[config.mk]
export PLATFORM = sky130hd
export DESIGN_NAME = io_port_instruction_unit
export DESIGN_NICKNAME = d
export VERILOG_FILES = /design/src/hdl/io_port_pkg.sv /design/src/hdl/bit_port_unit.sv /design/src/hdl/wake_pullup_regs.sv /design/src/hdl/io_port_instruction_unit.sv
export SDC_FILE = /design/constraint.sdc
export NUM_CORES = 1
export LEC_CHECK = 0
export ABC_CLOCK_PERIOD_IN_PS = 2300
export BUFFER_PORTS_ARGS = -buffer_cell sky130_fd_sc_hd__buf_2
export CAP_MARGIN = 0
export CORE_UTILIZATION = 50
export DETAILED_ROUTE_END_ITERATION = 8
export GPL_TIMING_DRIVEN = 0
export PLACE_DENSITY = 0.78
export SETUP_SLACK_MARGIN = 0.5
export SKIP_LAST_GASP = 1
export SLEW_MARGIN = 0
export SYNTH_ARGS = -nofsm -noshare
export SYNTH_HDL_FRONTEND = slang
export SYNTH_SLANG_ARGS = --single-unit
[constraint.sdc]
create_clock -name clk_sys -period 2.3 [get_ports clk_sys]
set_input_delay 0.115 -clock clk_sys [delete_from_list [all_inputs] [get_ports clk_sys]]
set_output_delay 0.115 -clock clk_sys [all_outputs]
set_load 0.01 [all_outputs]
[src/hdl/io_port_pkg.sv]
package io_port_pkg;
    localparam int NIB_W = 4;
    localparam int TWO_W = 2;
    localparam int BIT_PORT_W = 6;
    localparam int IDX_W = 4;
    localparam logic [NIB_W-1:0] NIB_RESET = 4'h0;
    localparam logic [BIT_PORT_W-1:0] BIT_PORT_RESET = 6'h3F;

    typedef enum logic [4:0] {
        OP_NONE = 5'h00, OP_IN_N0 = 5'h01, OP_OUT_N0 = 5'h02, OP_IN_N1 = 5'h03,
        OP_OUT_N1 = 5'h04, OP_IN_T0 = 5'h05, OP_OUT_T0 = 5'h06, OP_IN_T1 = 5'h07,
        OP_OUT_T1 = 5'h08, OP_BIT_ALL = 5'h09, OP_BIT_CLR = 5'h0A, OP_BIT_SET = 5'h0B,
        OP_BIT_TST = 5'h0C, OP_SB_SET = 5'h0D, OP_SB_CLR = 5'h0E, OP_SB_TST = 5'h0F,
        OP_IN_KEY = 5'h10, OP_OUT_KEY = 5'h11, OP_WK0_W = 5'h12, OP_WK0_R = 5'h13,
        OP_WK1_W = 5'h14, OP_WK1_R = 5'h15, OP_WK2_W = 5'h16, OP_WK2_R = 5'h17,
        OP_PU0_W = 5'h18, OP_PU1_W = 5'h19, OP_PU2_W = 5'h1A
    } io_op_t;

    typedef struct packed {
        logic valid;
        io_op_t op;
        logic [NIB_W-1:0] acc;
        logic [IDX_W-1:0] idx;
    } io_cmd_t;

    typedef struct packed {
        logic [NIB_W-1:0] wk0;
        logic [NIB_W-1:0] wk1;
        logic [NIB_W-1:0] wk2;
    } wake_regs_t;

    function automatic logic [NIB_W-1:0] zext2(input logic [TWO_W-1:0] v);
        zext2 = {{(NIB_W-TWO_W){1'b0}}, v};
    endfunction : zext2
endpackage : io_port_pkg

[src/hdl/bit_port_unit.sv]
`timescale 1ns/10ps
module bit_port_unit
    import io_port_pkg::*;
(
    input wire logic clk_sys,
    input wire logic reset_n,
    input wire logic en,
    input wire io_op_t op,
    input wire logic [IDX_W-1:0] idx,
    output logic [BIT_PORT_W-1:0] bits_reg,
    output logic test_zero
);
    // Out-of-range index leaves the port untouched and tests as one (no skip)
    localparam int SEL_W = $clog2(BIT_PORT_W);
    logic idx_ok;
    assign idx_ok = (idx < IDX_W'(BIT_PORT_W));
    assign test_zero = idx_ok && !bits_reg[idx[SEL_W-1:0]];

    always_ff @(posedge clk_sys or negedge reset_n) begin
        if (!reset_n) begin
            bits_reg <= BIT_PORT_RESET;
        end else if (en) begin
            case (op)
                OP_BIT_ALL: bits_reg <= {BIT_PORT_W{1'b1}};
                OP_BIT_CLR: if (idx_ok) bits_reg[idx[SEL_W-1:0]] <= 1'b0;
                OP_BIT_SET: if (idx_ok) bits_reg[idx[SEL_W-1:0]] <= 1'b1;
                default: ;
            endcase
        end
    end

    AST_CLR_ONE_BIT: assert property (@(posedge clk_sys) disable iff (!reset_n)
        (en && op == OP_BIT_CLR && idx == 4'h2) |=> (bits_reg[2] == 1'b0 &&
        bits_reg[1:0] == $past(bits_reg[1:0]) && bits_reg[5:3] == $past(bits_reg[5:3])))
        else $error("bit clear wrong");
    AST_SET_ALL: assert property (@(posedge clk_sys) disable iff (!reset_n)
        (en && op == OP_BIT_ALL) |=> bits_reg == 6'h3F) else $error("set all wrong");
endmodule : bit_port_unit

[src/hdl/wake_pullup_regs.sv]
`timescale 1ns/10ps
module wake_pullup_regs
    import io_port_pkg::*;
(
    input wire logic clk_sys,
    input wire logic reset_n,
    input wire logic en,
    input wire io_op_t op,
    input wire logic [NIB_W-1:0] acc,
    output wake_regs_t wake_reg,
    output logic [NIB_W-1:0] pu0_reg,
    output logic [NIB_W-1:0] pu1_reg,
    output logic [NIB_W-1:0] pu2_reg
);
    always_ff @(posedge clk_sys or negedge reset_n) begin
        if (!reset_n) begin
            wake_reg <= '0;
        end else if (en) begin
            case (op)
                OP_WK0_W: wake_reg.wk0 <= acc;
                OP_WK1_W: wake_reg.wk1 <= acc;
                OP_WK2_W: wake_reg.wk2 <= acc;
                default: ;
            endcase
        end
    end

    always_ff @(posedge clk_sys or negedge reset_n) begin
        if (!reset_n) begin
            pu0_reg <= NIB_RESET;
            pu1_reg <= NIB_RESET;
            pu2_reg <= NIB_RESET;
        end else if (en) begin
            case (op)
                OP_PU0_W: pu0_reg <= acc;
                OP_PU1_W: pu1_reg <= acc;
                OP_PU2_W: pu2_reg <= acc;
                default: ;
            endcase
        end
    end

    AST_WK1_LOAD: assert property (@(posedge clk_sys) disable iff (!reset_n)
        (en && op == OP_WK1_W) |=> wake_reg.wk1 == $past(acc)) else $error("wk1 load");
    AST_PU2_LOAD: assert property (@(posedge clk_sys) disable iff (!reset_n)
        (en && op == OP_PU2_W) |=> pu2_reg == $past(acc)) else $error("pu2 load");
endmodule : wake_pullup_regs

[src/hdl/io_port_instruction_unit.sv]
`timescale 1ns/10ps
module io_port_instruction_unit
    import io_port_pkg::*;
(
    input wire logic clk_sys,
    input wire logic reset_n,
    input wire io_cmd_t cmd,
    input wire logic [NIB_W-1:0] first_nibble_port_in,
    input wire logic [NIB_W-1:0] second_nibble_port_in,
    input wire logic [TWO_W-1:0] first_two_bit_port_in,
    input wire logic [TWO_W-1:0] second_two_bit_port_in,
    input wire logic key_port_in,
    output logic [NIB_W-1:0] first_nibble_port_reg,
    output logic [NIB_W-1:0] second_nibble_port_reg,
    output logic [TWO_W-1:0] first_two_bit_port_reg,
    output logic [TWO_W-1:0] second_two_bit_port_reg,
    output logic [BIT_PORT_W-1:0] bit_port_reg,
    output logic single_bit_port_reg,
    output logic key_port_reg,
    output logic acc_load_reg,
    output logic [NIB_W-1:0] acc_value_reg,
    output logic skip_reg,
    output logic [NIB_W-1:0] wakeup_control_reg_zero,
    output logic [NIB_W-1:0] wakeup_control_reg_one,
    output logic [NIB_W-1:0] wakeup_control_reg_two,
    output logic [NIB_W-1:0] pullup_control_reg_zero,
    output logic [NIB_W-1:0] pullup_control_reg_one,
    output logic [NIB_W-1:0] pullup_control_reg_two
);
    // The core still fetches and advances past a skipped instruction; we just drop its effects
    logic skip_pending_reg;
    logic exec;
    logic bit_test_zero;
    logic [NIB_W-1:0] acc_next;
    logic acc_load_next;
    wake_regs_t wake_regs;

    assign exec = cmd.valid && !skip_pending_reg;

    bit_port_unit u_bit_port (
        .clk_sys(clk_sys),
        .reset_n(reset_n),
        .en(exec),
        .op(cmd.op),
        .idx(cmd.idx),
        .bits_reg(bit_port_reg),
        .test_zero(bit_test_zero)
    );

    wake_pullup_regs u_regs (
        .clk_sys(clk_sys),
        .reset_n(reset_n),
        .en(exec),
        .op(cmd.op),
        .acc(cmd.acc),
        .wake_reg(wake_regs),
        .pu0_reg(pullup_control_reg_zero),
        .pu1_reg(pullup_control_reg_one),
        .pu2_reg(pullup_control_reg_two)
    );

    assign wakeup_control_reg_zero = wake_regs.wk0;
    assign wakeup_control_reg_one = wake_regs.wk1;
    assign wakeup_control_reg_two = wake_regs.wk2;

    always_comb begin
        acc_next = NIB_RESET;
        acc_load_next = 1'b1;
        case (cmd.op)
            OP_IN_N0: acc_next = first_nibble_port_in;
            OP_IN_N1: acc_next = second_nibble_port_in;
            OP_IN_T0: acc_next = zext2(first_two_bit_port_in);
            OP_IN_T1: acc_next = zext2(second_two_bit_port_in);
            OP_IN_KEY: acc_next = {{(NIB_W-1){1'b0}}, key_port_in};
            OP_WK0_R: acc_next = wake_regs.wk0;
            OP_WK1_R: acc_next = wake_regs.wk1;
            OP_WK2_R: acc_next = wake_regs.wk2;
            default: acc_load_next = 1'b0;
        endcase
    end

    // Accumulator result: the strobe is a pulse, the value holds until the next read
    always_ff @(posedge clk_sys or negedge reset_n) begin
        if (!reset_n) begin
            acc_load_reg <= 1'b0;
        end else begin
            acc_load_reg <= exec && acc_load_next;
        end
    end

    always_ff @(posedge clk_sys or negedge reset_n) begin
        if (!reset_n) begin
            acc_value_reg <= NIB_RESET;
        end else if (exec && acc_load_next) begin
            acc_value_reg <= acc_next;
        end
    end

    AST_READ_N0: assert property (@(posedge clk_sys) disable iff (!reset_n)
        (exec && cmd.op == OP_IN_N0) |=>
        (acc_load_reg && acc_value_reg == $past(first_nibble_port_in)))
        else $error("n0 read");

    AST_READ_N1: assert property (@(posedge clk_sys) disable iff (!reset_n)
        (exec && cmd.op == OP_IN_N1) |=>
        (acc_load_reg && acc_value_reg == $past(second_nibble_port_in)))
        else $error("n1 read");

    AST_READ_T0: assert property (@(posedge clk_sys) disable iff (!reset_n)
        (exec && cmd.op == OP_IN_T0) |=>
        (acc_load_reg && acc_value_reg == {2'h0, $past(first_two_bit_port_in)}))
        else $error("t0 read");

    AST_READ_T1: assert property (@(posedge clk_sys) disable iff (!reset_n)
        (exec && cmd.op == OP_IN_T1) |=>
        (acc_value_reg[3:2] == 2'h0 && acc_value_reg[1:0] == $past(second_two_bit_port_in)))
        else $error("t1 read");

    AST_READ_KEY: assert property (@(posedge clk_sys) disable iff (!reset_n)
        (exec && cmd.op == OP_IN_KEY) |=>
        (acc_load_reg && acc_value_reg == {3'h0, $past(key_port_in)}))
        else $error("key read");

    AST_WK0_READ: assert property (@(posedge clk_sys) disable iff (!reset_n)
        (exec && cmd.op == OP_WK0_R) |=>
        (acc_load_reg && acc_value_reg == $past(wakeup_control_reg_zero)))
        else $error("wk0 read");

    AST_WK1_READ: assert property (@(posedge clk_sys) disable iff (!reset_n)
        (exec && cmd.op == OP_WK1_R) |=>
        (acc_load_reg && acc_value_reg == $past(wakeup_control_reg_one)))
        else $error("wk1 read");

    AST_WK2_READ: assert property (@(posedge clk_sys) disable iff (!reset_n)
        (exec && cmd.op == OP_WK2_R) |=>
        (acc_load_reg && acc_value_reg == $past(wakeup_control_reg_two)))
        else $error("wk2 read");

    AST_SKIP_NO_LOAD: assert property (@(posedge clk_sys) disable iff (!reset_n)
        (skip_pending_reg && cmd.valid) |=> !acc_load_reg)
        else $error("skipped read loaded the accumulator");

    // Output latches, one per port; each holds until its own write comes
    always_ff @(posedge clk_sys or negedge reset_n) begin
        if (!reset_n) begin
            first_nibble_port_reg <= NIB_RESET;
        end else if (exec && cmd.op == OP_OUT_N0) begin
            first_nibble_port_reg <= cmd.acc;
        end
    end

    AST_WRITE_N0: assert property (@(posedge clk_sys) disable iff (!reset_n)
        (exec && cmd.op == OP_OUT_N0) |=> first_nibble_port_reg == $past(cmd.acc))
        else $error("n0 write");
    AST_N0_HOLD: assert property (@(posedge clk_sys) disable iff (!reset_n)
        !(exec && cmd.op == OP_OUT_N0) |=> $stable(first_nibble_port_reg))
        else $error("n0 latch moved without a write");

    always_ff @(posedge clk_sys or negedge reset_n) begin
        if (!reset_n) begin
            second_nibble_port_reg <= NIB_RESET;
        end else if (exec && cmd.op == OP_OUT_N1) begin
            second_nibble_port_reg <= cmd.acc;
        end
    end

    AST_WRITE_N1: assert property (@(posedge clk_sys) disable iff (!reset_n)
        (exec && cmd.op == OP_OUT_N1) |=> second_nibble_port_reg == $past(cmd.acc))
        else $error("n1 write");
    AST_N1_HOLD: assert property (@(posedge clk_sys) disable iff (!reset_n)
        !(exec && cmd.op == OP_OUT_N1) |=> $stable(second_nibble_port_reg))
        else $error("n1 latch moved without a write");

    always_ff @(posedge clk_sys or negedge reset_n) begin
        if (!reset_n) begin
            first_two_bit_port_reg <= '0;
        end else if (exec && cmd.op == OP_OUT_T0) begin
            first_two_bit_port_reg <= cmd.acc[TWO_W-1:0];
        end
    end

    AST_WRITE_T0: assert property (@(posedge clk_sys) disable iff (!reset_n)
        (exec && cmd.op == OP_OUT_T0) |=> first_two_bit_port_reg == $past(cmd.acc[1:0]))
        else $error("t0 write");
    AST_T0_HOLD: assert property (@(posedge clk_sys) disable iff (!reset_n)
        !(exec && cmd.op == OP_OUT_T0) |=> $stable(first_two_bit_port_reg))
        else $error("t0 latch moved without a write");

    always_ff @(posedge clk_sys or negedge reset_n) begin
        if (!reset_n) begin
            second_two_bit_port_reg <= '0;
        end else if (exec && cmd.op == OP_OUT_T1) begin
            second_two_bit_port_reg <= cmd.acc[TWO_W-1:0];
        end
    end

    AST_WRITE_T1: assert property (@(posedge clk_sys) disable iff (!reset_n)
        (exec && cmd.op == OP_OUT_T1) |=> second_two_bit_port_reg == $past(cmd.acc[1:0]))
        else $error("t1 write");

    always_ff @(posedge clk_sys or negedge reset_n) begin
        if (!reset_n) begin
            single_bit_port_reg <= 1'b0;
        end else if (exec && cmd.op == OP_SB_SET) begin
            single_bit_port_reg <= 1'b1;
        end else if (exec && cmd.op == OP_SB_CLR) begin
            single_bit_port_reg <= 1'b0;
        end
    end

    AST_SB_SET: assert property (@(posedge clk_sys) disable iff (!reset_n)
        (exec && cmd.op == OP_SB_SET) |=> single_bit_port_reg == 1'b1)
        else $error("single bit set");
    AST_SB_CLR: assert property (@(posedge clk_sys) disable iff (!reset_n)
        (exec && cmd.op == OP_SB_CLR) |=> single_bit_port_reg == 1'b0)
        else $error("single bit clear");
    AST_SB_HOLD: assert property (@(posedge clk_sys) disable iff (!reset_n)
        !(exec && (cmd.op == OP_SB_SET || cmd.op == OP_SB_CLR)) |=> $stable(single_bit_port_reg))
        else $error("single bit moved without a command");

    always_ff @(posedge clk_sys or negedge reset_n) begin
        if (!reset_n) begin
            key_port_reg <= 1'b0;
        end else if (exec && cmd.op == OP_OUT_KEY) begin
            key_port_reg <= cmd.acc[0];
        end
    end

    AST_KEY_WRITE: assert property (@(posedge clk_sys) disable iff (!reset_n)
        (exec && cmd.op == OP_OUT_KEY) |=> key_port_reg == $past(cmd.acc[0]))
        else $error("key write");
    AST_KEY_HOLD: assert property (@(posedge clk_sys) disable iff (!reset_n)
        !(exec && cmd.op == OP_OUT_KEY) |=> $stable(key_port_reg))
        else $error("key latch moved without a write");

    // Checked at our own pins so that a miswired bundle shows up as well
    AST_WK0_WRITE: assert property (@(posedge clk_sys) disable iff (!reset_n)
        (exec && cmd.op == OP_WK0_W) |=> wakeup_control_reg_zero == $past(cmd.acc))
        else $error("wk0 write");
    AST_WK1_WRITE: assert property (@(posedge clk_sys) disable iff (!reset_n)
        (exec && cmd.op == OP_WK1_W) |=> wakeup_control_reg_one == $past(cmd.acc))
        else $error("wk1 write");
    AST_WK2_WRITE: assert property (@(posedge clk_sys) disable iff (!reset_n)
        (exec && cmd.op == OP_WK2_W) |=> wakeup_control_reg_two == $past(cmd.acc))
        else $error("wk2 write");
    AST_PU0_WRITE: assert property (@(posedge clk_sys) disable iff (!reset_n)
        (exec && cmd.op == OP_PU0_W) |=> pullup_control_reg_zero == $past(cmd.acc))
        else $error("pu0 write");
    AST_PU1_WRITE: assert property (@(posedge clk_sys) disable iff (!reset_n)
        (exec && cmd.op == OP_PU1_W) |=> pullup_control_reg_one == $past(cmd.acc))
        else $error("pu1 write");
    AST_PU2_WRITE: assert property (@(posedge clk_sys) disable iff (!reset_n)
        (exec && cmd.op == OP_PU2_W) |=> pullup_control_reg_two == $past(cmd.acc))
        else $error("pu2 write");

    // Skip decision: one pending skip swallows the next valid command
    localparam int SEL_W = $clog2(BIT_PORT_W);
    logic skip_now;
    logic bit_sel;
    assign skip_now = exec && ((cmd.op == OP_BIT_TST && bit_test_zero) ||
        (cmd.op == OP_SB_TST && single_bit_port_reg));
    assign bit_sel = bit_port_reg[cmd.idx[SEL_W-1:0]];

    always_ff @(posedge clk_sys or negedge reset_n) begin
        if (!reset_n) begin
            skip_reg <= 1'b0;
        end else begin
            skip_reg <= skip_now;
        end
    end

    always_ff @(posedge clk_sys or negedge reset_n) begin
        if (!reset_n) begin
            skip_pending_reg <= 1'b0;
        end else if (skip_now) begin
            skip_pending_reg <= 1'b1;
        end else if (cmd.valid) begin
            skip_pending_reg <= 1'b0;
        end
    end

    AST_SB_TEST: assert property (@(posedge clk_sys) disable iff (!reset_n)
        (exec && cmd.op == OP_SB_TST) |=> skip_reg == $past(single_bit_port_reg))
        else $error("single bit test");

    AST_BIT_TEST: assert property (@(posedge clk_sys) disable iff (!reset_n)
        (exec && cmd.op == OP_BIT_TST && cmd.idx < IDX_W'(BIT_PORT_W)) |=>
        skip_reg == !$past(bit_sel))
        else $error("bit test");

    AST_SKIP_SUPPRESS: assert property (@(posedge clk_sys) disable iff (!reset_n)
        (skip_pending_reg && cmd.valid && cmd.op == OP_OUT_N0) |=>
        $stable(first_nibble_port_reg)) else $error("skipped op took effect");

    AST_SKIP_ONE_CMD: assert property (@(posedge clk_sys) disable iff (!reset_n)
        (skip_pending_reg && cmd.valid) |=> !skip_pending_reg)
        else $error("skip swallowed more than one command");

    // The bit port sits in its own unit; its effect is checked at our pins
    AST_BIT_SET: assert property (@(posedge clk_sys) disable iff (!reset_n)
        (exec && cmd.op == OP_BIT_SET && cmd.idx < IDX_W'(BIT_PORT_W)) |=>
        bit_port_reg[$past(cmd.idx[SEL_W-1:0])] == 1'b1)
        else $error("bit set");

    AST_BIT_CLR: assert property (@(posedge clk_sys) disable iff (!reset_n)
        (exec && cmd.op == OP_BIT_CLR && cmd.idx < IDX_W'(BIT_PORT_W)) |=>
        bit_port_reg[$past(cmd.idx[SEL_W-1:0])] == 1'b0)
        else $error("bit clear");
endmodule : io_port_instruction_unit

After elaboration in Yosys (flattened, before gate mapping) --
Cells that the tools add are included.
Operators by class: order comparisons 3, equal/unequal tests 28, muxes and demuxes 13, bitwise gates (word level) 3, reductions and logical operators 28
Operators by type and width (number):
- == test 5 bit (second input constant) | 11
- == test 5 x 4 -> 1 bit (second input constant) | 8
- one-hot mux 4 bit (8 select lines) | 1
- == test 5 x 3 -> 1 bit (second input constant) | 4
- one-hot mux 6 bit (3 select lines) | 1
- logical AND 1 bit | 14
- two-way mux 6 bit | 2
- AND reduction 2 bit | 6
- == test 5 x 2 -> 1 bit (second input constant) | 2
- OR reduction 8 bit | 1
- two-way mux 1 bit | 7
- AND 6 bit | 1
- inverter 6 bit | 1
- bitwise OR 6 bit | 1
- == test 5 x 1 -> 1 bit (second input constant) | 1
- less-than comparator 3 x 4 -> 1 bit (second input constant) | 1
- less-than comparator 4 x 3 -> 1 bit (second input constant) | 1
- inequality test 2 x 1 -> 1 bit (second input constant) | 2
- AND reduction 4 bit | 1
- nonzero test 2 bit | 2
- binary-select mux 1 bit (select 3 bit) | 1
- demux 1 bit (select 3 bit) | 1
- greater-or-equal comparator 3 x 1 -> 1 bit (second input constant) | 1
- nonzero test 3 bit | 1
- other kinds (2) | 3
Word-level totals: flip-flop bits (word level) 51, bits of input ports 29, output and inout port bits 50, word-level logic and storage cells 92

Depth between registers and ports, before layout --
Gate-level depths: netlist of the first run.
word-level depth 8, gate-level depth with buffers 6, gate-level depth less buffers 4

Modules after synthesis --
From an unflattened synthesis of the first run, not the netlist that was laid out.
Second synthesis, totals: cell total of the unflattened synthesis 208, area, all modules 2618.8 um^2
By module, submodules not included:
- io_port_instruction_unit | times used 1, cells an instance 102, area each 1123.6 um^2, seq. area each 525.5 um^2
- wake_pullup_regs | times used 1, cells an instance 58, area each 1012.2 um^2, seq. area each 600.6 um^2
- bit_port_unit | times used 1, cells an instance 48, area each 483.0 um^2, seq. area each 157.7 um^2

Worst setup path after synthesis of the first run --
No wires, ideal clock.
path type reg-to-reg, start point register skip_pending_reg, end point register u_regs.wake_reg[2] in the netlist's numbering, setup time 125 ps, data arrival time 1600 ps, data required time 2175 ps, setup slack 576 ps, cell stages (with the launch flop) 5, path buffers 0, clock period less this slack 1724 ps, cell sequence dfrtp_1 nand3b_1 or3b_1 nor2b_2 mux2_2
On the way: cells in the longest elaborated chain, start to end 3
RTL lines:
- start: declaration | RTL line io_port_instruction_unit.sv:31 | logic skip_pending_reg;
- start signal: assignment | RTL line io_port_instruction_unit.sv:274 | skip_pending_reg <= 1'b0;
- start signal: assignment | RTL line io_port_instruction_unit.sv:276 | skip_pending_reg <= 1'b1;
- start signal: assignment | RTL line io_port_instruction_unit.sv:278 | skip_pending_reg <= 1'b0;
- logical NOT 1 bit | RTL line io_port_instruction_unit.sv:38 | assign exec = cmd.valid && !skip_pending_reg;
- logical AND 1 bit | RTL line io_port_instruction_unit.sv:38
- AND reduction 2 bit (no line)
- end: declaration | RTL line wake_pullup_regs.sv:10 | output wake_regs_t wake_reg,
Every way passes these cells. A chain may end at the register's enable or synchronous reset.

Worst setup path in the final report of the first run --
start point register skip_pending_reg, end point register u_regs.wake_reg[0] in the netlist's numbering
The elaborated chain is that of the path after synthesis.

==> results by group, run 1 <==
Timing
  • Tmin final: 1.74 ns
  • Clk_skew: 0.00749 ns
  • Max-slew headroom: 28.0%
  • Slew Limit Fails: 0
  • RSZ-0062 raised after global routing: no
  • Final hold slack: 0.00429 ns
  • Setup TNS: 0 ns
  • Endpoints failing hold: 0
  • Final setup viols: 0
  • Worst setup margin: 0.564 ns
  • Upper clock frequency limit: 576 MHz
  • Pin slew with the least headroom to its limit: 1.08 ns
  • Final Cycle Share: 75.5%

Critical path
  • CP Class: flop to flop
  • Critical Path AT: 1.94 ns
  • Flop-to-flop setup slack: 0.56 ns
  • Critical path launch point type: flop
  • Worst path required time: 2.50 ns
  • Worst setup EP type: flop
  • Worst-path fanout max: 6
  • Capture point of the worst reg-to-reg path: u_regs.wake_reg[0]
  • FF-to-FF path depth: 4
  • Reg2reg start: skip_pending_reg

Synthesis
  • Post-synth cell types: 47
  • Simple-gate area share of the yosys netlist: 18.0%
  • Post-synthesis sequential area ratio: 50.0%
  • Number of synthesized flops with an enable pin: 0
  • Synth Instances: 215
  • Most frequent cell after synthesis: dfrtp_1
  • Mapped cell area: 2560 µm²
  • Synth area leaders: dfrtp_1, mux2_2, dfstp_2
  • Yosys warnings: 0
  • Synthesized area per cell: 11.9 µm²
  • Synth Area in Compound Gates: 7.02%
  • Mux contribution to synthesized area: 22.9%
  • Synth Area in Adders: 0%
  • Top post-synthesis cells by count: dfrtp_1, mux2_2, nor2_1, nand3_1
  • Synth area leader: dfrtp_1
  • Syn_nets: 244
  • Largest family of logic cells by synthesized area: multiplexers
  • XOR/XNOR share of the synthesized area: 0%
  • FFs w/ async S/R, synth: 100%
  • FF+latch count, synth: 51
  • Synth top area share: 43.9%
  • Main synth FF type: dfrtp_1

Global route
  • First-pass GRT wire length: 9.22 mm
  • Largest net degree at the start of global routing: 52
  • Vias in the first global route: 1941
  • Initial antenna violation count: 0
  • Total grt overflow: 0
  • GRT Overall Usage: 22.7%

Drt
  • Vias per inst: 5.44
  • Vias after detailed routing: 2012
  • Residual DRC count: 0
  • DRT Pass-1 Iters: 4
  • Iter 0 DRT Violations: 87
  • Routed WL per cell: 15.4 µm
  • Routed WL: 5.71 mm
  • ANT nets after route: 0

Die
  • Boundary Pins: 79
  • Die H: 73.6 µm
  • Starting Density: 53.2%
  • Die area: 5420 µm²
  • Row count: 25
  • Core Area: 4820 µm²
  • DIE WIDTH: 73.6 µm

Finish
  • Post-layout net count: 331
  • Max FFs per register: 12
  • Layout cells sized above 1: 48.5%
  • Layout Utilization: 65.7%
  • Design area: 3160 µm²
  • P&R area growth vs syn: 23.3%
  • Post-Layout Cell Count: 370
  • Diode count: 0

CTS
  • Clk buf depth: 2
  • H-tree levels: 2
  • CTS tree: built
  • Post-CTS Hold Buffers: 0
  • CTS root buffer: clkbuf_8
  • CTS clk-pin slew, worst paths: 0.10 ns
  • Clock latency on the worst-skew pair: 0.31 ns
  • CTS sink cnt: 51
  • CTS Buf Count: 5

Placement
  • Setup WS pre-CTS: 0.403 ns
  • Dpl hpwl: 4.19 mm
  • Placed cell area: 3030 µm²
  • RePlAce Congestion: 0.824
  • I/O Buffers: 77
  • Dpl cells: 359

Pwr
  • Maximum vdd drop: 593 µV
  • Leak Pwr: 1.56 nW
  • Pwr/cell area: 735 nW/µm²
  • Tot Pwr: 2.33 mW

Status
  • Outcome: complete, no violations

Hold path
  • Hold crit path type: input port to async pin

Run
  • Max_cap viols: 0
[how the worst max path moves through the flow]
stage,startpoint,endpoint,depth (start not counted)
3_3_place_gp,skip_pending_reg,u_regs.pu2_reg[1],4
5_1_grt,skip_pending_reg,u_bit_port.bits_reg[4],4
2_1_floorplan,skip_pending_reg,u_regs.wake_reg[2],4
3_5_place_dp,skip_pending_reg,u_regs.wake_reg[0],4
4_1_cts,skip_pending_reg,u_bit_port.bits_reg[2],4
6_report,skip_pending_reg,u_regs.wake_reg[0],4
[placed cells by master, fill, tap and decap left out, types with 3 or more instances in the layout]
| cell type | count |
|---|---|
| dfrtp_1 | 45 |
| inv_1 | 3 |
| clkbuf_8 | 5 |
| buf_2 | 81 |
| nor2_1 | 17 |
| o21ai_0 | 6 |
| and3_1 | 3 |
| mux2_4 | 4 |
| a31oi_1 | 3 |
| dfstp_2 | 6 |
| nand2_1 | 9 |
| clkbuf_1 | 4 |
| mux2_2 | 32 |
| nand2b_1 | 4 |
| a211o_1 | 3 |
| nor3b_1 | 3 |
| nand3_1 | 12 |
| nor2b_1 | 4 |
| mux2i_1 | 10 |
| buf_4 | 3 |
| mux2_1 | 6 |
[final cells by class]
type	instances	area (µm²)
fill	416	1650
sequential	51	1280
multi-input combinational	152	1250
timing repair buffer	80	408
tap	67	83.8
clock buffer	5	68.8
buffer	9	38.8
clock inverter	3	22.5
inverter	3	11.3
[timing repair]
action / in CTS / in global routing
endpoints found under the hold margin: 0 / 0
resized for setup: 3 / 1
pin swaps: 0 / 1
setup buffers: 1 / 2
setup endpoints to repair: 12 / 8
[cells by family after synthesis]
| group | Yosys count |
|---|---|
| compound gates | 26 |
| buf+inv | 12 |
| simple gates | 74 |
| mux | 52 |
| flops | 51 |
[layer usage]
| metal | track usage (%) | routed length (µm) | vias to the layer above |
|---|---|---|---|
| li1 | - | - | 970 |
| met1 | 30.6 | 2570 | 973 |
| met2 | 35.1 | 2740 | 63 |
| met3 | 7.13 | 350 | 6 |
| met4 | 6.84 | 57 | 0 |
| met5 | 0 | 0 | - |
[where the power goes]
group          leakage (nW)  switching (mW)  internal [mW]
sequential            0.638           0.103           1.08
combinational         0.877           0.302          0.303
clock                0.0489           0.316          0.221
total                  1.56           0.720           1.61
[critical path, cell delays in order (launching register included)]
cell      delay, ns
dfrtp_1        0.45
nand3b_1       0.20
or3b_4         0.43
nor2b_4        0.19
mux2_2         0.35
Power figures use the tool's default switching activity.
==> inputs of run 2 (changes only) <==
--- a/config.mk
+++ b/config.mk
@@ -5,13 +5,13 @@
 export SDC_FILE = /design/constraint.sdc
 export NUM_CORES = 1
 export LEC_CHECK = 0
-export ABC_CLOCK_PERIOD_IN_PS = 2300
+export ABC_CLOCK_PERIOD_IN_PS = 1400
 export BUFFER_PORTS_ARGS = -buffer_cell sky130_fd_sc_hd__buf_2
 export CAP_MARGIN = 0
-export CORE_UTILIZATION = 50
+export CORE_UTILIZATION = 46
 export DETAILED_ROUTE_END_ITERATION = 8
 export GPL_TIMING_DRIVEN = 0
-export PLACE_DENSITY = 0.78
+export PLACE_DENSITY = 0.76
 export SETUP_SLACK_MARGIN = 0.5
 export SKIP_LAST_GASP = 1
 export SLEW_MARGIN = 0
==> constraint.sdc (replaced) <==
create_clock -name clk_sys -period 1.4 [get_ports clk_sys]
set_input_delay 0.07 -clock clk_sys [delete_from_list [all_inputs] [get_ports clk_sys]]
set_output_delay 0.07 -clock clk_sys [all_outputs]
set_load 0.01 [all_outputs]
==> run 2 against run 1 <==
Sequential share of layout area down 4.7 points; largest power group unchanged; sequential power up 67%; worst setup slack worse by 0.88 ns; core utilization up 2.7 points; clock skew down 0.0031 ns; the run now ends with negative hold slack, negative setup slack left; global-route usage down 0.55 points.
==> results by group, run 2 (synthesized netlist as in run 1, its figures left out) <==
Status
  • Outcome: finished with violations
  • Violated checks: negative hold slack, negative setup slack

Pwr
  • Seq pwr share: 47.2% (-3.7 points)
  • Pwr/cell area: 1170 nW/µm² (+59%)
  • Psw: 1.28 mW (+78%)
  • Maximum vdd drop: 942 µV (+59%)
  • Tot Pwr: 4.17 mW (+79%)
  • Switching power share of the total: 30.7% (-0.24 points)
  • Comb power frac: 31.0% (+5.0 points)
  • Pint: 2.89 mW (+80%)
  • Leak Pwr: 1.78 nW (+14%)
  • Clock Power Share: 21.9% (-1.2 points)

CTS
  • CTS root buffer: clkbuf_8
  • H-tree levels: 2 (unchanged)
  • CTS sink cnt: 51 (unchanged)
  • Clock latency on the worst-skew pair: 0.31 ns (about the same)
  • Clk buf depth: 2 (unchanged)
  • CTS clk-pin slew, worst paths: 0.10 ns (about the same)
  • CTS tree: built
  • CTS Buf Count: 5 (unchanged)

Die
  • DIE WIDTH: 76.7 µm (+4.1%)
  • Row count: 26 (+4.0%)
  • Core Area: 5240 µm² (+8.7%)
  • Die area: 5880 µm² (+8.4%)
  • Die H: 76.7 µm (+4.1%)
  • Boundary Pins: 79 (unchanged)
  • Starting Density: 49.0% (-4.3 points)

Critical path
  • Slowest CP cell: dfrtp_2
  • CP Class: flop to flop
  • Flop-to-flop setup slack: -0.32 ns (-0.88 ns)
  • Worst path required time: 1.61 ns (-0.89 ns)
  • Worst setup EP type: flop
  • Capture point of the worst reg-to-reg path: first_nibble_port_reg[2]
  • Worst-path fanout max: 6 (unchanged)
  • Critical Path AT: 1.93 ns (about the same)
  • Slowest stage delay, CP: 0.45 ns (about the same)
  • Reg2reg start: skip_pending_reg
  • Critical path launch point type: flop
  • FF-to-FF path depth: 4 (unchanged)
  • Crit path cell chain: or3b_4, nor3b_4, nand2_2, mux2_4

Drt
  • Vias per inst: 5.32 (-2.2%)
  • Routed WL per cell: 16.0 µm (+4.0%)
  • Routed WL: 6.32 mm (+11%)
  • Iter 0 DRT Violations: 154 (+77%)
  • DRT Pass-1 Iters: 4 (unchanged)
  • ANT nets after route: 0 (unchanged)
  • Residual DRC count: 0 (unchanged)
  • Vias after detailed routing: 2095 (+4.1%)

Finish
  • Layout cells sized above 1: 57.4% (+8.9 points)
  • Multi-input combinational cell area: 1400 µm² (+12%)
  • P&R area growth vs syn: 39.5%
  • Post-layout net count: 352 (+6.3%)
  • Design area: 3580 µm² (+13%)
  • Commonest non-fill, non-tap cells in the layout: buf_2, dfrtp_1, mux2_4, mux2_2, buf_6
  • Sequential cell area: 1280 µm² (about the same)
  • FILL cells: 402 (-3.4%)
  • Diode count: 0 (unchanged)
  • Most common cell after layout, fill and taps aside: buf_2
  • Max FFs per register: 12 (unchanged)

Timing
  • Endpoints failing hold: 45 (+45)
  • Final hold slack: -0.0470 ns (-0.0513 ns)
  • Upper clock frequency limit: 581 MHz (+0.93%)
  • Pin slew with the least headroom to its limit: 1.10 ns (+0.0164 ns)
  • Tmin final: 1.72 ns (-0.0160 ns)
  • RSZ-0062 raised after global routing: yes
  • Worst setup margin: -0.320 ns (-0.884 ns)
  • Final Cycle Share: 123% (+47 points)
  • Clk_skew: 0.00443 ns (-0.00306 ns)
  • Max-slew headroom: 26.9% (-1.1 points)
  • Final setup viols: 49 (+49)
  • Slew Limit Fails: 0 (unchanged)

Global route
  • Initial antenna violation count: 0 (unchanged)
  • Total grt overflow: 0 (unchanged)
  • Vias in the first global route: 2064 (+6.3%)
  • First-pass GRT wire length: 10.2 mm (+11%)
  • Largest net degree at the start of global routing: 52 (unchanged)
  • GRT Overall Usage: 22.1% (-0.55 points)

Placement
  • Dpl hpwl: 4.17 mm (-0.34%)
  • Placed cell area: 3080 µm² (+1.6%)
  • RePlAce Congestion: 0.810 (-1.8%)
  • I/O Buffers: 77 (unchanged)

Run
  • Max_cap viols: 0 (unchanged)

Hold path
  • Hold crit path type: input port to async pin
-- run 2: cell types whose count changed in the layout (fill, tap and decap cells not counted), sizes merged --
cell,previous run,this run
clkinv,1,0
buf,85,106
clkinvlp,0,1
-- run 2: per-stage QoR --
step,setup TNS (ns),setup slack [ns],cells,utilization (%),hold slack [ns]
detailed placement,-12.26,-0.414,362,58.9,0.336
finish,-9.15,-0.320,394,68.3,-0.0470
CTS,-8.65,-0.300,384,64.5,-0.00368
floorplan,-5.25,-0.282,215,-,-0.226
global route,-12.67,-0.389,394,68.3,0.0133
global placement,-11.83,-0.411,362,58.9,0.317
-- run 2: what timing repair did --
action | 4_1_cts | 5_1_grt
resized for setup | 21 | 27
buffers inserted | 14 | 10
hold endpoints to repair | 18 | 0
endpoints found under the setup margin | 99 | 101
pin swaps | 5 | 3
-- run 2: power groups by stage --
stage	logic [mW]	clock network, mW	registers [mW]
2_1_floorplan	0.443	0	2.09
3_3_place_gp	1.00	0	1.96
3_5_place_dp	1.02	0	1.97
4_1_cts	1.15	0.934	1.95
5_1_grt	1.40	0.986	2.01
6_report	1.29	0.912	1.97
-- run 2: how the worst max path moves through the flow --
stage / from / end
detailed placement: skip_pending_reg / u_regs.pu2_reg[2]
floorplan: skip_pending_reg / u_regs.pu2_reg[2]
finish: skip_pending_reg / first_nibble_port_reg[2]
global route: skip_pending_reg / first_nibble_port_reg[2]
global placement: skip_pending_reg / u_regs.pu2_reg[1]
CTS: skip_pending_reg / u_regs.pu2_reg[1]
-- run 2: final cells by class --
type | count | area share [%]
Buffer | 9 | 1.22
Timing Repair Buffer | 101 | 18.4
Inverter | 3 | 0.315
Clock buffer | 5 | 1.92
Tap cell | 70 | 2.45
Multi-Input combinational cell | 152 | 39.0
Clock inverter | 3 | 0.769
Sequential cell | 51 | 35.9
-- run 2: metal layers --
layer | vias up | wire length (µm) | track usage (%)
met5 | - | 0 | 0
met4 | 0 | 128 | 7.88
met3 | 16 | 356 | 5.71
met2 | 70 | 2970 | 33.9
met1 | 1005 | 2870 | 30.2
li1 | 1004 | - | -
-- run 2: worst max-delay path, delay by kind of cell, from the launching register on --
family	cells	cell delay, ns
flip-flops	1	0.45
AND/OR/NAND/NOR	3	0.81
multiplexers	1	0.34
==> inputs of run 3 (changes only) <==
--- a/config.mk
+++ b/config.mk
@@ -10,7 +10,7 @@
 export CAP_MARGIN = 0
 export CORE_UTILIZATION = 46
 export DETAILED_ROUTE_END_ITERATION = 8
-export GPL_TIMING_DRIVEN = 0
+export GPL_TIMING_DRIVEN = 1
 export PLACE_DENSITY = 0.76
 export SETUP_SLACK_MARGIN = 0.5
 export SKIP_LAST_GASP = 1
==> run 3 against run 2 <==
The flow finishes with violations (negative setup slack); maximum frequency rose by 0.71%; sequential share of layout area fell by 1.5 points; hold slack improved by 0.090 ns; largest power group unchanged; critical endpoint is now u_regs.wake_reg[2].
==> results by group, run 3 (synthesized netlist as in run 1, its figures left out) <==
Status
  • Outcome: finished with violations
  • Violated checks: negative setup slack

Timing
  • Pin slew with the least headroom to its limit: 0.407 ns (-0.690 ns)
  • Final hold slack: 0.0431 ns (+0.0901 ns)
  • Tmin final: 1.71 ns (-0.0121 ns)
  • Clk_skew: 0.00287 ns (-0.00156 ns)
  • Endpoints failing hold: 0 (-100%)
  • Final Cycle Share: 122% (-0.86 points)
  • Slew Limit Fails: 0 (unchanged)
  • Max-slew headroom: 72.8% (+46 points)
  • Final setup viols: 49 (unchanged)
  • Worst setup margin: -0.308 ns (+0.0121 ns)
  • Upper clock frequency limit: 585 MHz (+0.71%)
  • RSZ-0062 raised after global routing: yes

Die
  • DIE WIDTH: 76.7 µm (unchanged)
  • Core Area: 5240 µm² (unchanged)
  • Starting Density: 49.0% (unchanged)
  • Row count: 26 (unchanged)
  • Die area: 5880 µm² (unchanged)
  • Die H: 76.7 µm (unchanged)
  • Boundary Pins: 79 (unchanged)

Drt
  • Vias per inst: 5.35 (+0.62%)
  • ANT nets after route: 0 (unchanged)
  • Iter 0 DRT Violations: 124 (-19%)
  • Vias after detailed routing: 2183 (+4.2%)
  • DRT Pass-1 Iters: 4 (unchanged)
  • Routed WL: 6.82 mm (+7.8%)
  • Routed WL per cell: 16.7 µm (+4.1%)
  • Residual DRC count: 0 (unchanged)

Finish
  • Layout cells sized above 1: 61.2% (+3.8 points)
  • Most common cell after layout, fill and taps aside: buf_2
  • Max FFs per register: 12 (unchanged)
  • FILL cells: 395 (-1.7%)
  • Post-layout net count: 366 (+4.0%)
  • Diode count: 0 (unchanged)
  • Layout Utilization: 71.2% (+2.8 points)
  • Commonest non-fill, non-tap cells in the layout: buf_2, dfrtp_1, buf_4, mux2_2, mux2_4
  • P&R area growth vs syn: 45.3%

CTS
  • CTS clk-pin slew, worst paths: 0.09 ns (about the same)
  • H-tree levels: 2 (unchanged)
  • Clock latency on the worst-skew pair: 0.30 ns (about the same)
  • CTS tree: built
  • CTS Buf Count: 5 (unchanged)
  • Clk buf depth: 2 (unchanged)
  • CTS root buffer: clkbuf_8
  • CTS sink cnt: 51 (unchanged)

Global route
  • Met1 usage: 30.7% (+0.45 points)
  • Total grt overflow: 0 (unchanged)
  • Largest net degree at the start of global routing: 52 (unchanged)
  • Met2 Use GR: 40.2% (+6.3 points)
  • First-pass GRT wire length: 10.8 mm (+5.9%)
  • Met3 Track Usage GR: 5.00% (-0.71 points)
  • GR peak layer: met2
  • Initial antenna violation count: 0 (unchanged)
  • GRT Overall Usage: 23.7% (+1.6 points)
  • Vias in the first global route: 2146 (+4.0%)

Pwr
  • Leak Pwr: 1.85 nW (+3.7%)
  • Tot Pwr: 4.18 mW (+0.32%)
  • Pwr/cell area: 1120 nW/µm² (-3.7%)
  • Maximum vdd drop: 841 µV (-11%)

Critical path
  • Critical Path AT: 1.91 ns (-0.02 ns)
  • Critical path launch point type: flop
  • CP Launch Point: skip_pending_reg
  • Worst setup EP type: flop
  • End point of the critical path: u_regs.wake_reg[2]
  • Flop-to-flop setup slack: -0.31 ns (about the same)
  • FF-to-FF path depth: 4 (unchanged)
  • Reg2reg start: skip_pending_reg
  • CP Class: flop to flop
  • Capture point of the worst reg-to-reg path: u_regs.wake_reg[2]
  • Worst path required time: 1.60 ns (about the same)
  • Worst-path fanout max: 4 (-2)

Placement
  • Dpl hpwl: 4.53 mm (+8.6%)
  • Setup WS pre-CTS: -0.241 ns (+0.173 ns)
  • RePlAce Congestion: 0.817 (+0.94%)
  • I/O Buffers: 78 (+1.3%)

Run
  • Max_cap viols: 0 (unchanged)

Hold path
  • Hold crit path type: input port to flop
## run 3: cell type report
cell class,count,area (µm²),share of cell area (%)
multi-input combinational,152,1430,38.3
clock inverter,3,22.5,0.604
tap,70,87.6,2.35
clock buffer,5,68.8,1.85
timing repair buffer,124,827,22.2
inverter,3,11.3,0.302
sequential,51,1280,34.4
## run 3: worst min path at each step
stage                        startpoint           endpoint  slack [ns]  cells past startpoint
3_3_place_gp                    reset_n  u_regs.pu0_reg[1]        0.07                      2
3_5_place_dp                    reset_n  u_regs.pu0_reg[2]        0.08                      2
5_1_grt        second_nibble_port_in[1]   acc_value_reg[1]        0.06                      3
4_1_cts        second_nibble_port_in[1]   acc_value_reg[1]        0.05                      3
6_report       second_nibble_port_in[1]   acc_value_reg[1]        0.04                      3
2_1_floorplan                   reset_n       acc_load_reg       -0.23                      0
## run 3: what timing repair did
| action | 4_1_cts | 5_1_grt |
|---|---|---|
| pin swaps | 9 | 3 |
| buffers inserted | 14 | 9 |
| resized for setup | 30 | 16 |
| hold endpoints to repair | 51 | 0 |
| endpoints found under the setup margin | 98 | 100 |
| hold buffers | 1 | 0 |
## run 3: per-layer routing
layer  part of all wire [%]  up-vias
met4                    1.3        0
li1                       -     1029
met2                     50       63
met3                    4.8        8
met5                      0        -
met1                     44     1083
## run 3: metrics by stage
stage                     setup TNS, ns  cell area (µm²)  std cells
after floorplan                   -5.25             2610        215
after global placement            -4.63             3220        376
after detailed placement          -5.94             3220        376
after CTS                         -5.68             3580        399
after global routing             -11.33             3730        408
final                             -8.74             3730        408
## run 3: power by group
part	total, mW	internal (mW)	leakage (nW)	switching, mW
combinational	1.34	0.759	1.16	0.581
sequential	1.97	1.78	0.638	0.189
clock	0.876	0.362	0.0489	0.513
## run 3: worst max-delay path, stage by stage, from the launching register on
cell,delay [ns]
dfrtp_1,0.40
nand3b_1,0.22
or3b_4,0.45
nor2b_4,0.19
mux2_2,0.35
